$ cat config.mk
export PLATFORM = sky130hd
export DESIGN_NAME = ioas_status_unit
export DESIGN_NICKNAME = d
export VERILOG_FILES = /design/src/ioas_common.sv /design/src/ioas_status_unit.sv
export SDC_FILE = /design/constraint.sdc
export NUM_CORES = 1
export LEC_CHECK = 0
export ABC_AREA = 1
export BUFFER_PORTS_ARGS = -buffer_cell sky130_fd_sc_hd__buf_2
export CORE_MARGIN = 4
export CORE_UTILIZATION = 30
export DETAILED_ROUTE_END_ITERATION = 12
export PLACE_DENSITY = 0.5
export SLEW_MARGIN = 30
export SYNTH_ARGS = -nofsm -noshare
export SYNTH_HDL_FRONTEND = slang
export SYNTH_SLANG_ARGS = --single-unit
$ cat constraint.sdc
create_clock -name clk_sys_i -period 4 [get_ports clk_sys_i]
set_input_delay 1 -clock clk_sys_i [delete_from_list [all_inputs] [get_ports clk_sys_i]]
set_output_delay 1 -clock clk_sys_i [all_outputs]
set_load 0.01 [all_outputs]
$ cat src/ioas_common.sv
// Shared constants, setting checks and the input synchroniser
// Notes on behaviour
// (RULE1) Adjustment mode shows bit 15 set
// (RULE2) Adjust input out of range: bit 12, live data
// (RULE3) Bad adjust channel: bit 13, data unchanged
// (RULE4) Host running during adjust: only bit 15, hold
// (RULE5) Host rewrites mode byte then restarts module
// (RULE6) Bad settings: unit error lit, data zero, stopped
// (RULE7) Setting flags held until restart
// (RULE8) Ratio channel unused sets bit 08
// (RULE9) Bad scaling limits also set bit 08
// (RULE10) Ratio value not BCD 0..9999 sets bit 09
// (RULE11) Hold selection above 0002 sets bit 10
// (RULE12) Averaging count above 0006 sets bit 11
// (RULE13) Mode code not 00 or C1 sets bit 12
// (RULE14) Bus failure: host error, data zero, hold rule
// (RULE15) Host silent: inputs and outputs frozen
// (RULE16) Host watchdog: data undefined, outputs hold rule
// (RULE17) Bad unit number: host error, zero everything
// (RULE18) Module table mismatch: same as bad number
// (RULE19) Status base is 2000 plus ten times unit
// (RULE20) During restart data zero, outputs zero
// (RULE21) Restart on restart bit set then cleared
// (RULE22) Status word refreshed every host refresh
package ioas_pkg;
  // Alarm status bit positions
  localparam int unsigned BIT_RATIO = 8;
  localparam int unsigned BIT_RVAL = 9;
  localparam int unsigned BIT_HOLD = 10;
  localparam int unsigned BIT_AVG = 11;
  localparam int unsigned BIT_MODE = 12;
  localparam int unsigned BIT_ADJ_CHAN = 13;
  localparam int unsigned BIT_ADJ_ON = 15;
  localparam logic [15:0] STATUS_RESET = 16'h0000;
  localparam logic [15:0] STATUS_HALT = 16'h8000;
  localparam logic [15:0] DATA_ZERO = 16'h0000;
  localparam logic [15:0] OUT_FULL = 16'hFFFF;
  // Setting limits
  localparam logic [15:0] HOLD_MAX = 16'h0002;
  localparam logic [15:0] AVG_MAX = 16'h0006;
  localparam logic [7:0] MODE_DEFAULT = 8'h00;
  localparam logic [7:0] MODE_ALT = 8'hC1;
  localparam logic [7:0] UNIT_MAX = 8'h5F;
  // Output hold selections
  localparam logic [1:0] HOLD_CLEAR = 2'h0;
  localparam logic [1:0] HOLD_LAST = 2'h1;
  localparam logic [1:0] HOLD_FULL = 2'h2;
  // Status word base address
  localparam logic [15:0] BASE_WORD = 16'h07D0;
  localparam logic [15:0] BASE_STEP = 16'h000A;
  // Timing at the 10 MHz system clock
  localparam int unsigned CLK_NS = 100;
  localparam int unsigned RESTART_NS = 1000;
  localparam int unsigned RESTART_CYC = (RESTART_NS + CLK_NS - 1) / CLK_NS;
  localparam int unsigned BLINK_MS = 500;
  localparam int unsigned BLINK_CYC = BLINK_MS * 1000000 / CLK_NS;
  localparam int unsigned CNT_W = 24;

  // True when every nibble is a decimal digit
  function automatic logic is_bcd(input logic [15:0] v);
    is_bcd = (v[3:0] < 4'hA) && (v[7:4] < 4'hA) &&
             (v[11:8] < 4'hA) && (v[15:12] < 4'hA);
  endfunction

  // Initial-setting fault flags, bits 08 to 12
  function automatic logic [15:0] init_flags(
    input logic ratio_used, input logic scale_en,
    input logic [15:0] upper, input logic [15:0] lower,
    input logic [15:0] ratio, input logic [15:0] hold,
    input logic [15:0] avg, input logic [7:0] mode);
    logic scale_bad;
    scale_bad = scale_en && (!is_bcd(upper) || !is_bcd(lower) ||
                ((upper == lower) && (upper != 16'h0000))); // [RULE9]
    init_flags = 16'h0000;
    init_flags[BIT_RATIO] = !ratio_used || scale_bad; // [RULE8]
    init_flags[BIT_RVAL] = !is_bcd(ratio); // [RULE10]
    init_flags[BIT_HOLD] = hold > HOLD_MAX; // [RULE11]
    init_flags[BIT_AVG] = avg > AVG_MAX; // [RULE12]
    init_flags[BIT_MODE] = (mode != MODE_DEFAULT) &&
                           (mode != MODE_ALT); // [RULE13]
  endfunction
endpackage

`timescale 1ns/10ps
// Two-flop synchroniser for a bundle of host-side levels
module ioas_sync #(
  parameter int unsigned W = 1
) (
  input wire logic clk_sys_i,
  input wire logic reset_n_i,
  input wire logic [W-1:0] async_i,
  output logic [W-1:0] sync_o
);
  logic [W-1:0] meta_q;

  if (W < 1) begin : g_bad_w
    $error("ioas_sync width must be at least one");
  end

  // First stage feeds only the second stage
  always_ff @(posedge clk_sys_i or negedge reset_n_i) begin
    if (!reset_n_i) begin
      meta_q <= '0;
      sync_o <= '0;
    end else begin
      meta_q <= async_i;
      sync_o <= meta_q;
    end
  end
endmodule

$ cat src/ioas_status_unit.sv
// Alarm status, indicator and data-gating logic of the analog I/O unit
`timescale 1ns/10ps
module ioas_status_unit #(
  parameter int unsigned BLINK_CYC = ioas_pkg::BLINK_CYC,
  parameter int unsigned DATA_W = 16
) (
  input wire logic clk_sys_i,
  input wire logic reset_n_i,
  input wire logic refresh_i,
  input wire logic restart_bit_i,
  input wire logic adjust_mode_i,
  input wire logic adj_in_range_i,
  input wire logic [7:0] adj_chan_i,
  input wire logic [7:0] chan_enabled_i,
  input wire logic host_run_mode_i,
  input wire logic bus_error_i,
  input wire logic host_timeout_i,
  input wire logic host_wdt_i,
  input wire logic unit_dup_i,
  input wire logic table_mismatch_i,
  input wire logic [7:0] unit_number_i,
  input wire logic ratio_chan_used_i,
  input wire logic scaling_en_i,
  input wire logic [15:0] scale_upper_i,
  input wire logic [15:0] scale_lower_i,
  input wire logic [15:0] ratio_set_i,
  input wire logic [15:0] hold_sel_i,
  input wire logic [15:0] avg_count_i,
  input wire logic [7:0] conv_mode_i,
  input wire logic [15:0] out_set_i,
  input wire logic [15:0] live_data_i,
  output logic [15:0] status_word_o,
  output logic [15:0] conv_data_o,
  output logic [15:0] out_value_o,
  output logic [15:0] base_addr_o,
  output logic conv_run_o,
  output logic run_led_o,
  output logic unit_error_led_o,
  output logic host_error_led_o,
  output logic adjusting_led_o
);
  localparam int unsigned SYNC_W = 140;
  typedef enum logic [2:0] {ST_RESTART, ST_RUN, ST_INIT_ERR, ST_UNIT_ERR,
    ST_ADJ_HALT} ioas_state_e;
  if (DATA_W != 16) begin : g_bad_data
    $error("ioas_status_unit supports 16-bit data words only");
  end
  if (BLINK_CYC < 2 || BLINK_CYC >= (1 << ioas_pkg::CNT_W)) begin : g_bad_bl
    $error("ioas_status_unit blink count out of counter range");
  end
  logic [SYNC_W-1:0] raw_w;
  logic [SYNC_W-1:0] syn_w;
  logic refresh_s, restart_s, adj_s, in_range_s, run_mode_s;
  logic bus_err_s, timeout_s, wdt_s, dup_s, mismatch_s;
  logic ratio_used_s, scale_en_s;
  logic [7:0] adj_chan_s, chan_en_s, unit_s, mode_s;
  logic [15:0] upper_s, lower_s, ratio_s, hold_s, avg_s, out_set_s;
  // Every host-side setting crosses in through two flops
  assign raw_w = {refresh_i, restart_bit_i, adjust_mode_i, adj_in_range_i,
                  host_run_mode_i, bus_error_i, host_timeout_i, host_wdt_i,
                  unit_dup_i, table_mismatch_i, ratio_chan_used_i,
                  scaling_en_i, adj_chan_i, chan_enabled_i, unit_number_i,
                  conv_mode_i, scale_upper_i, scale_lower_i, ratio_set_i,
                  hold_sel_i, avg_count_i, out_set_i};
  ioas_sync #(.W(SYNC_W)) u_sync (
    .clk_sys_i(clk_sys_i),
    .reset_n_i(reset_n_i),
    .async_i(raw_w),
    .sync_o(syn_w)
  );
  assign {refresh_s, restart_s, adj_s, in_range_s, run_mode_s, bus_err_s,
          timeout_s, wdt_s, dup_s, mismatch_s, ratio_used_s, scale_en_s,
          adj_chan_s, chan_en_s, unit_s, mode_s, upper_s, lower_s,
          ratio_s, hold_s, avg_s, out_set_s} = syn_w;
  // Edge detectors look only at synchronised levels
  logic refresh_d_q, restart_d_q, refresh_p, restart_fall;
  always_ff @(posedge clk_sys_i or negedge reset_n_i) begin
    if (!reset_n_i) begin
      refresh_d_q <= 1'b0;
      restart_d_q <= 1'b0;
    end else begin
      refresh_d_q <= refresh_s;
      restart_d_q <= restart_s;
    end
  end

  assign refresh_p = refresh_s && !refresh_d_q;
  assign restart_fall = restart_d_q && !restart_s; // [RULE21]
  // Adjustment channel must be 11..14 or 21..24 and enabled
  logic chan_ok, chan_bad, range_bad;
  always_comb begin
    chan_ok = 1'b0;
    if (adj_chan_s >= 8'h11 && adj_chan_s <= 8'h14) begin
      chan_ok = chan_en_s[{1'b0, adj_chan_s[1:0] - 2'h1}];
    end else if (adj_chan_s >= 8'h21 && adj_chan_s <= 8'h24) begin
      chan_ok = chan_en_s[{1'b1, adj_chan_s[1:0] - 2'h1}];
    end
  end

  assign chan_bad = !chan_ok; // [RULE3]
  assign range_bad = !in_range_s; // [RULE2]
  // Startup sequencer with restart counter
  ioas_state_e state_q, state_d;
  logic [7:0] rst_cnt_q;
  logic [15:0] init_flags_q;
  logic [1:0] hold_mode_q;
  logic unit_bad;
  logic [15:0] flags_now;
  assign unit_bad = dup_s || mismatch_s ||
                    (unit_s > ioas_pkg::UNIT_MAX); // [RULE17] [RULE18]
  assign flags_now = ioas_pkg::init_flags(ratio_used_s, scale_en_s,
                       upper_s, lower_s, ratio_s, hold_s, avg_s, mode_s);
  always_comb begin
    state_d = state_q;
    case (state_q)
      ST_RESTART: begin
        if (rst_cnt_q == 8'h00) begin
          if (unit_bad) begin
            state_d = ST_UNIT_ERR;
          end else if (!adj_s && flags_now != 16'h0000) begin
            state_d = ST_INIT_ERR; // [RULE6]
          end else begin
            state_d = ST_RUN;
          end
        end
      end
      ST_RUN: begin
        if (adj_s && run_mode_s) begin
          state_d = ST_ADJ_HALT; // [RULE4]
        end
      end
      ST_INIT_ERR: state_d = ST_INIT_ERR; // [RULE7]
      ST_UNIT_ERR: state_d = ST_UNIT_ERR;
      ST_ADJ_HALT: state_d = ST_ADJ_HALT;
      default: state_d = ST_RESTART;
    endcase
    // Only a restart leaves a latched fault state
    if (restart_fall) begin
      state_d = ST_RESTART; // [RULE21] [RULE7]
    end
  end

  always_ff @(posedge clk_sys_i or negedge reset_n_i) begin
    if (!reset_n_i) begin
      state_q <= ST_RESTART;
    end else begin
      state_q <= state_d;
    end
  end

  // Restart time counts down from each restart entry
  always_ff @(posedge clk_sys_i or negedge reset_n_i) begin
    if (!reset_n_i) begin
      rst_cnt_q <= 8'(ioas_pkg::RESTART_CYC);
    end else if (state_d == ST_RESTART && state_q != ST_RESTART) begin
      rst_cnt_q <= 8'(ioas_pkg::RESTART_CYC);
    end else if (state_q == ST_RESTART && rst_cnt_q != 8'h00) begin
      rst_cnt_q <= rst_cnt_q - 8'h01;
    end
  end

  // Settings are captured once, at the end of restart
  always_ff @(posedge clk_sys_i or negedge reset_n_i) begin
    if (!reset_n_i) begin
      init_flags_q <= ioas_pkg::STATUS_RESET;
      hold_mode_q <= ioas_pkg::HOLD_CLEAR;
    end else if (state_q == ST_RESTART && rst_cnt_q == 8'h00) begin
      init_flags_q <= flags_now; // [RULE7]
      hold_mode_q <= hold_s[1:0];
    end
  end

  // Status word content for the current condition
  logic [15:0] stat_d;
  always_comb begin
    stat_d = ioas_pkg::STATUS_RESET;
    case (state_q)
      ST_ADJ_HALT: stat_d = ioas_pkg::STATUS_HALT; // [RULE4]
      ST_INIT_ERR: stat_d = init_flags_q; // [RULE6]
      ST_RUN: begin
        if (adj_s) begin
          stat_d[ioas_pkg::BIT_ADJ_ON] = 1'b1; // [RULE1]
          stat_d[ioas_pkg::BIT_ADJ_CHAN] = chan_bad; // [RULE3]
          stat_d[ioas_pkg::BIT_MODE] = range_bad && !chan_bad; // [RULE2]
        end
      end
      default: stat_d = ioas_pkg::STATUS_RESET;
    endcase
  end

  // Host sees the word change only at its refresh
  always_ff @(posedge clk_sys_i or negedge reset_n_i) begin
    if (!reset_n_i) begin
      status_word_o <= ioas_pkg::STATUS_RESET;
    end else if (refresh_p) begin
      status_word_o <= stat_d; // [RULE22]
    end
  end

  // Value applied to outputs while conversion is cut off
  logic [15:0] held_out;
  always_comb begin
    case (hold_mode_q)
      ioas_pkg::HOLD_CLEAR: held_out = ioas_pkg::DATA_ZERO;
      ioas_pkg::HOLD_LAST: held_out = out_value_o;
      ioas_pkg::HOLD_FULL: held_out = ioas_pkg::OUT_FULL;
      default: held_out = ioas_pkg::DATA_ZERO;
    endcase
  end

  // Conversion data gating
  always_ff @(posedge clk_sys_i or negedge reset_n_i) begin
    if (!reset_n_i) begin
      conv_data_o <= ioas_pkg::DATA_ZERO;
    end else begin
      case (state_q)
        ST_RUN: begin
          if (timeout_s) begin
            conv_data_o <= conv_data_o; // [RULE15]
          end else if (bus_err_s) begin
            conv_data_o <= ioas_pkg::DATA_ZERO; // [RULE14]
          end else if (wdt_s) begin
            conv_data_o <= conv_data_o; // [RULE16]
          end else if (adj_s && chan_bad) begin
            conv_data_o <= conv_data_o; // [RULE3]
          end else begin
            conv_data_o <= live_data_i; // [RULE2]
          end
        end
        ST_ADJ_HALT: conv_data_o <= conv_data_o; // [RULE4]
        default: conv_data_o <= ioas_pkg::DATA_ZERO; // [RULE20] [RULE6]
      endcase
    end
  end
  // Analog output value gating
  always_ff @(posedge clk_sys_i or negedge reset_n_i) begin
    if (!reset_n_i) begin
      out_value_o <= ioas_pkg::DATA_ZERO;
    end else begin
      case (state_q)
        ST_RUN: begin
          if (timeout_s) begin
            out_value_o <= out_value_o; // [RULE15]
          end else if (bus_err_s || wdt_s) begin
            out_value_o <= held_out; // [RULE14] [RULE16]
          end else if (adj_s && chan_bad) begin
            out_value_o <= out_value_o; // [RULE3]
          end else begin
            out_value_o <= out_set_s;
          end
        end
        ST_ADJ_HALT: out_value_o <= out_value_o; // [RULE4]
        default: out_value_o <= ioas_pkg::DATA_ZERO; // [RULE20] [RULE17]
      endcase
    end
  end
  // Status base word follows the unit number
  always_ff @(posedge clk_sys_i or negedge reset_n_i) begin
    if (!reset_n_i) begin
      base_addr_o <= ioas_pkg::BASE_WORD;
    end else begin
      base_addr_o <= ioas_pkg::BASE_WORD +
                     16'({8'h00, unit_s} * ioas_pkg::BASE_STEP); // [RULE19]
    end
  end
  // Blink timer for the adjusting indicator
  logic [ioas_pkg::CNT_W-1:0] blink_cnt_q;
  logic blink_q;
  always_ff @(posedge clk_sys_i or negedge reset_n_i) begin
    if (!reset_n_i) begin
      blink_cnt_q <= '0;
      blink_q <= 1'b0;
    end else if (blink_cnt_q == ioas_pkg::CNT_W'(BLINK_CYC - 1)) begin
      blink_cnt_q <= '0;
      blink_q <= !blink_q;
    end else begin
      blink_cnt_q <= blink_cnt_q + 1'b1;
    end
  end
  // Indicators; unit error covers adjustment alarms too
  logic adj_fault;
  assign adj_fault = state_q == ST_RUN && adj_s && (chan_bad || range_bad);
  always_ff @(posedge clk_sys_i or negedge reset_n_i) begin
    if (!reset_n_i) begin
      run_led_o <= 1'b0;
      conv_run_o <= 1'b0;
      unit_error_led_o <= 1'b0;
      host_error_led_o <= 1'b0;
      adjusting_led_o <= 1'b0;
    end else begin
      run_led_o <= state_q == ST_RUN; // [RULE6]
      conv_run_o <= state_q == ST_RUN && !adj_s; // [RULE17]
      unit_error_led_o <= state_q == ST_INIT_ERR ||
                          state_q == ST_ADJ_HALT || adj_fault; // [RULE6]
      host_error_led_o <= state_q == ST_UNIT_ERR || (state_q == ST_RUN &&
                          (bus_err_s || timeout_s || wdt_s)); // [RULE14]
      adjusting_led_o <= adj_s && blink_q &&
                         (state_q == ST_RUN || state_q == ST_ADJ_HALT);
    end
  end
endmodule

==> results_dict.tcl <==
set metrics [dict create \
    p_switching_uw 2167 \
    syn_avg_cell_area_sq_um 12.46 \
    reg2reg_depth 10 \
    htree_levels 2 \
    swShare 0.2401 \
    crit_required_ns 4.41 \
    die_area_sq_um 45430 \
    grt_first_pass_wirelength_um 41060 \
    io_buffer_count 209 \
    final_util 0.3830 \
    max_slew_margin 0.4458 \
    netlist_instances 1013 \
    period_minus_slack_ns 2.639 \
    fin_hold_ws_ns 0.3413 \
    worst_pin_slew_ns 0.8103 \
    gp_congestion 0.7819 \
    rows 74 \
    cts_root_buf "clkbuf_16" \
    first_global_vias 7786 \
    yosys.area.top_type "dfrtp_1" \
    numCtsBuffers 39 \
    total_power_uw 9025 \
    drc 0 \
    tns_ns 0 \
    ys_dominant_reg_cell "dfrtp_1" \
    rsz0062_at_grt "false" \
    area_delta_synth_final_pct 24.99 \
    routed_wl_um 25810 \
    grt_max_degree 97 \
    whs_path_depth 0 \
    synth.area.top_cells "dfrtp_1 72%, nand2_1 5.0%, inv_1 3.4%" \
    p_int_uw 6858 \
    crit_fanout 3 \
    hold_buffers 0 \
    power_density_nw_per_um2 571.9 \
    die_w_um 213.2 \
    drive_above_1_share 0.2529 \
    hold_violations 0 \
    num_vias 7534 \
    finalCritPeriodShare 0.6598 \
    synth_enable_flop_cells 0 \
    fin_nets 1436 \
    cts_tree "done" \
    clock_skew_ns 0.01490 \
    grt.total_usage 0.1149 \
    wl_per_cell_um 14.17 \
    synth_top_cell_area_share 0.7234 \
    path_class "flop to flop" \
    synthArstFlopShare 1.000 \
    drt_iter0_markers 468 \
    ys_seq_area_frac 0.7401 \
    synth.ff_latch_count 373 \
    yosysWarnings 0 \
    end_kind "flop" \
    core-area_sq_um 41200 \
    power_frac_seq 0.469 \
    setup_viol 0 \
    place_inst 1750 \
    final_cells 1822 \
    cts_max_path_buffers 3 \
    hold_path.class "flop to flop" \
    combPwrFrac 0.101 \
    fmax_mhz 378.9 \
    p_leak_uw 0.007842 \
    synthesis.area_sq_um 12630 \
    antenna_found_initial 5 \
    gr-total-overflow 0 \
    status "finished clean" \
    top_level_ports 227 \
    arrival_ns 3.05 \
    initial_utilization 0.3064 \
    ant_nets 0 \
    avgViaCountPerCell 4.135 \
    dp_hpwl_um 18220 \
    dr.pass1.iters 4 \
    clk-insertion-delay-late_ns 0.54 \
    power_frac_clock 0.430 \
    clkTransAtPathRegs_ns 0.06 \
    post_cts_resized 0 \
    die_h_um 213.2 \
    maxCapViolations 0 \
    ir_drop_mv 0.2906 \
    post_cts_buffers 0 \
    slew_viol_final 0 \
    clock-sinks 373 \
    synth_cell_types 47 \
    start_kind "flop" \
]
cell families after synthesis:
family / after synthesis / synth area share
compound gates: 107 / 0.04965
flops: 373 / 0.7401
simple gates: 339 / 0.1248
xor+xnor: 25 / 0.01734
fa+ha+maj: 19 / 0.01942
buf+inv: 149 / 0.04846
other cells: 1 / 0.0002970
registers in the layout, summed over array words and instances (netlist names), 2 cells and up:
name	count
u_sync.meta_q	136
u_sync.sync_o	136
blink_cnt_q	24
conv_data_o	16
out_value_o	16
base_addr_o	12
rst_cnt_q	8
status_word_o	7
init_flags_q	5
state_q	3
hold_mode_q	2
layout by cell type, fill, tap and decap left out, types with 13 or more instances in the layout:
cell type  netlist  final
buf_2            3    208
a21oi_1         13     13
o21ai_0         48     48
inv_1          116    116
nand4_1         13     13
nor3_1          18     17
nand2_1        167    167
ha_1            18     18
clkbuf_16        0     41
conb_1           1     13
dfrtp_1        365    365
nor2_1          61     60
nand3_1         37     37
xor2_1          21     21
o31ai_1         18     18
synth_stat cells, types with 6 or more instances:
cell type	instances
o21ai_0	48
a21oi_1	13
nor3_1	18
nor4_1	9
inv_1	116
dfrtp_1	365
o21ai_1	12
buf_4	13
nand2_1	167
nand3_1	37
o31ai_1	18
nor2_4	6
dfstp_2	8
nand4_1	13
ha_1	18
clkbuf_1	11
nor2_1	61
nand2_2	6
xor2_1	21
critical path: stages (launching register included):
cell	delay [ns]
dfrtp_1	0.40
ha_1	0.28
ha_1	0.16
inv_1	0.06
fa_1	0.41
o31ai_1	0.39
a21oi_1	0.12
o21ai_1	0.16
xor2_1	0.26
nand3_1	0.12
xor2_1	0.16
path summary, 6_finish.rpt:
check | from | end | slack (ns)
worst min-delay path | u_sync.meta_q[68] | u_sync.sync_o[68] | 0.34
worst min register to register | u_sync.meta_q[68] | u_sync.sync_o[68] | 0.34
max in group asynchronous | reset_n_i | blink_cnt_q[0] | 2.55
worst max register to register | u_sync.sync_o[107] | base_addr_o[11] | 1.36
worst max-delay path | u_sync.sync_o[107] | base_addr_o[11] | 1.36
min in group asynchronous | reset_n_i | conv_data_o[2] | 0.48
per-layer routing:
| metal | routed length [um] | global-route usage | vias to the layer above |
|---|---|---|---|
| li1 | - | - | 3695 |
| met1 | 11750 | 0.1564 | 3608 |
| met2 | 11630 | 0.1755 | 178 |
| met3 | 1889 | 0.03982 | 45 |
| met4 | 505 | 0.03399 | 8 |
| met5 | 36 | 0 | - |
cell type report:
type | instances | area, sq um
Clock inverter | 17 | 279.0
Multi-Input combinational cell | 503 | 2731
Tap cell | 532 | 665.6
Fill cell | 3967 | 25420
Antenna cell | 1 | 2.502
Inverter | 122 | 457.9
Sequential cell | 373 | 9344
Timing Repair Buffer | 220 | 1176
Clock buffer | 54 | 1125
metrics by stage:
stage	worst slack, ns	cell area (sq um)
6_report	1.361	15780
5_1_grt	1.154	15780
4_1_cts	1.333	15780
3_5_place_dp	1.377	14380
3_3_place_gp	1.382	14370
2_1_floorplan	1.578	12670
power by group through the flow:
stage | Clock [uW] | Sequential (uW) | Combinational [uW]
after CTS | 4030 | 4240 | 935
after floorplan | 0 | 4310 | 502
after detailed placement | 0 | 4300 | 928
after global routing | 4200 | 4270 | 1050
after global placement | 0 | 4300 | 918
final | 3880 | 4230 | 909
(Power assumes the default switching activity.)
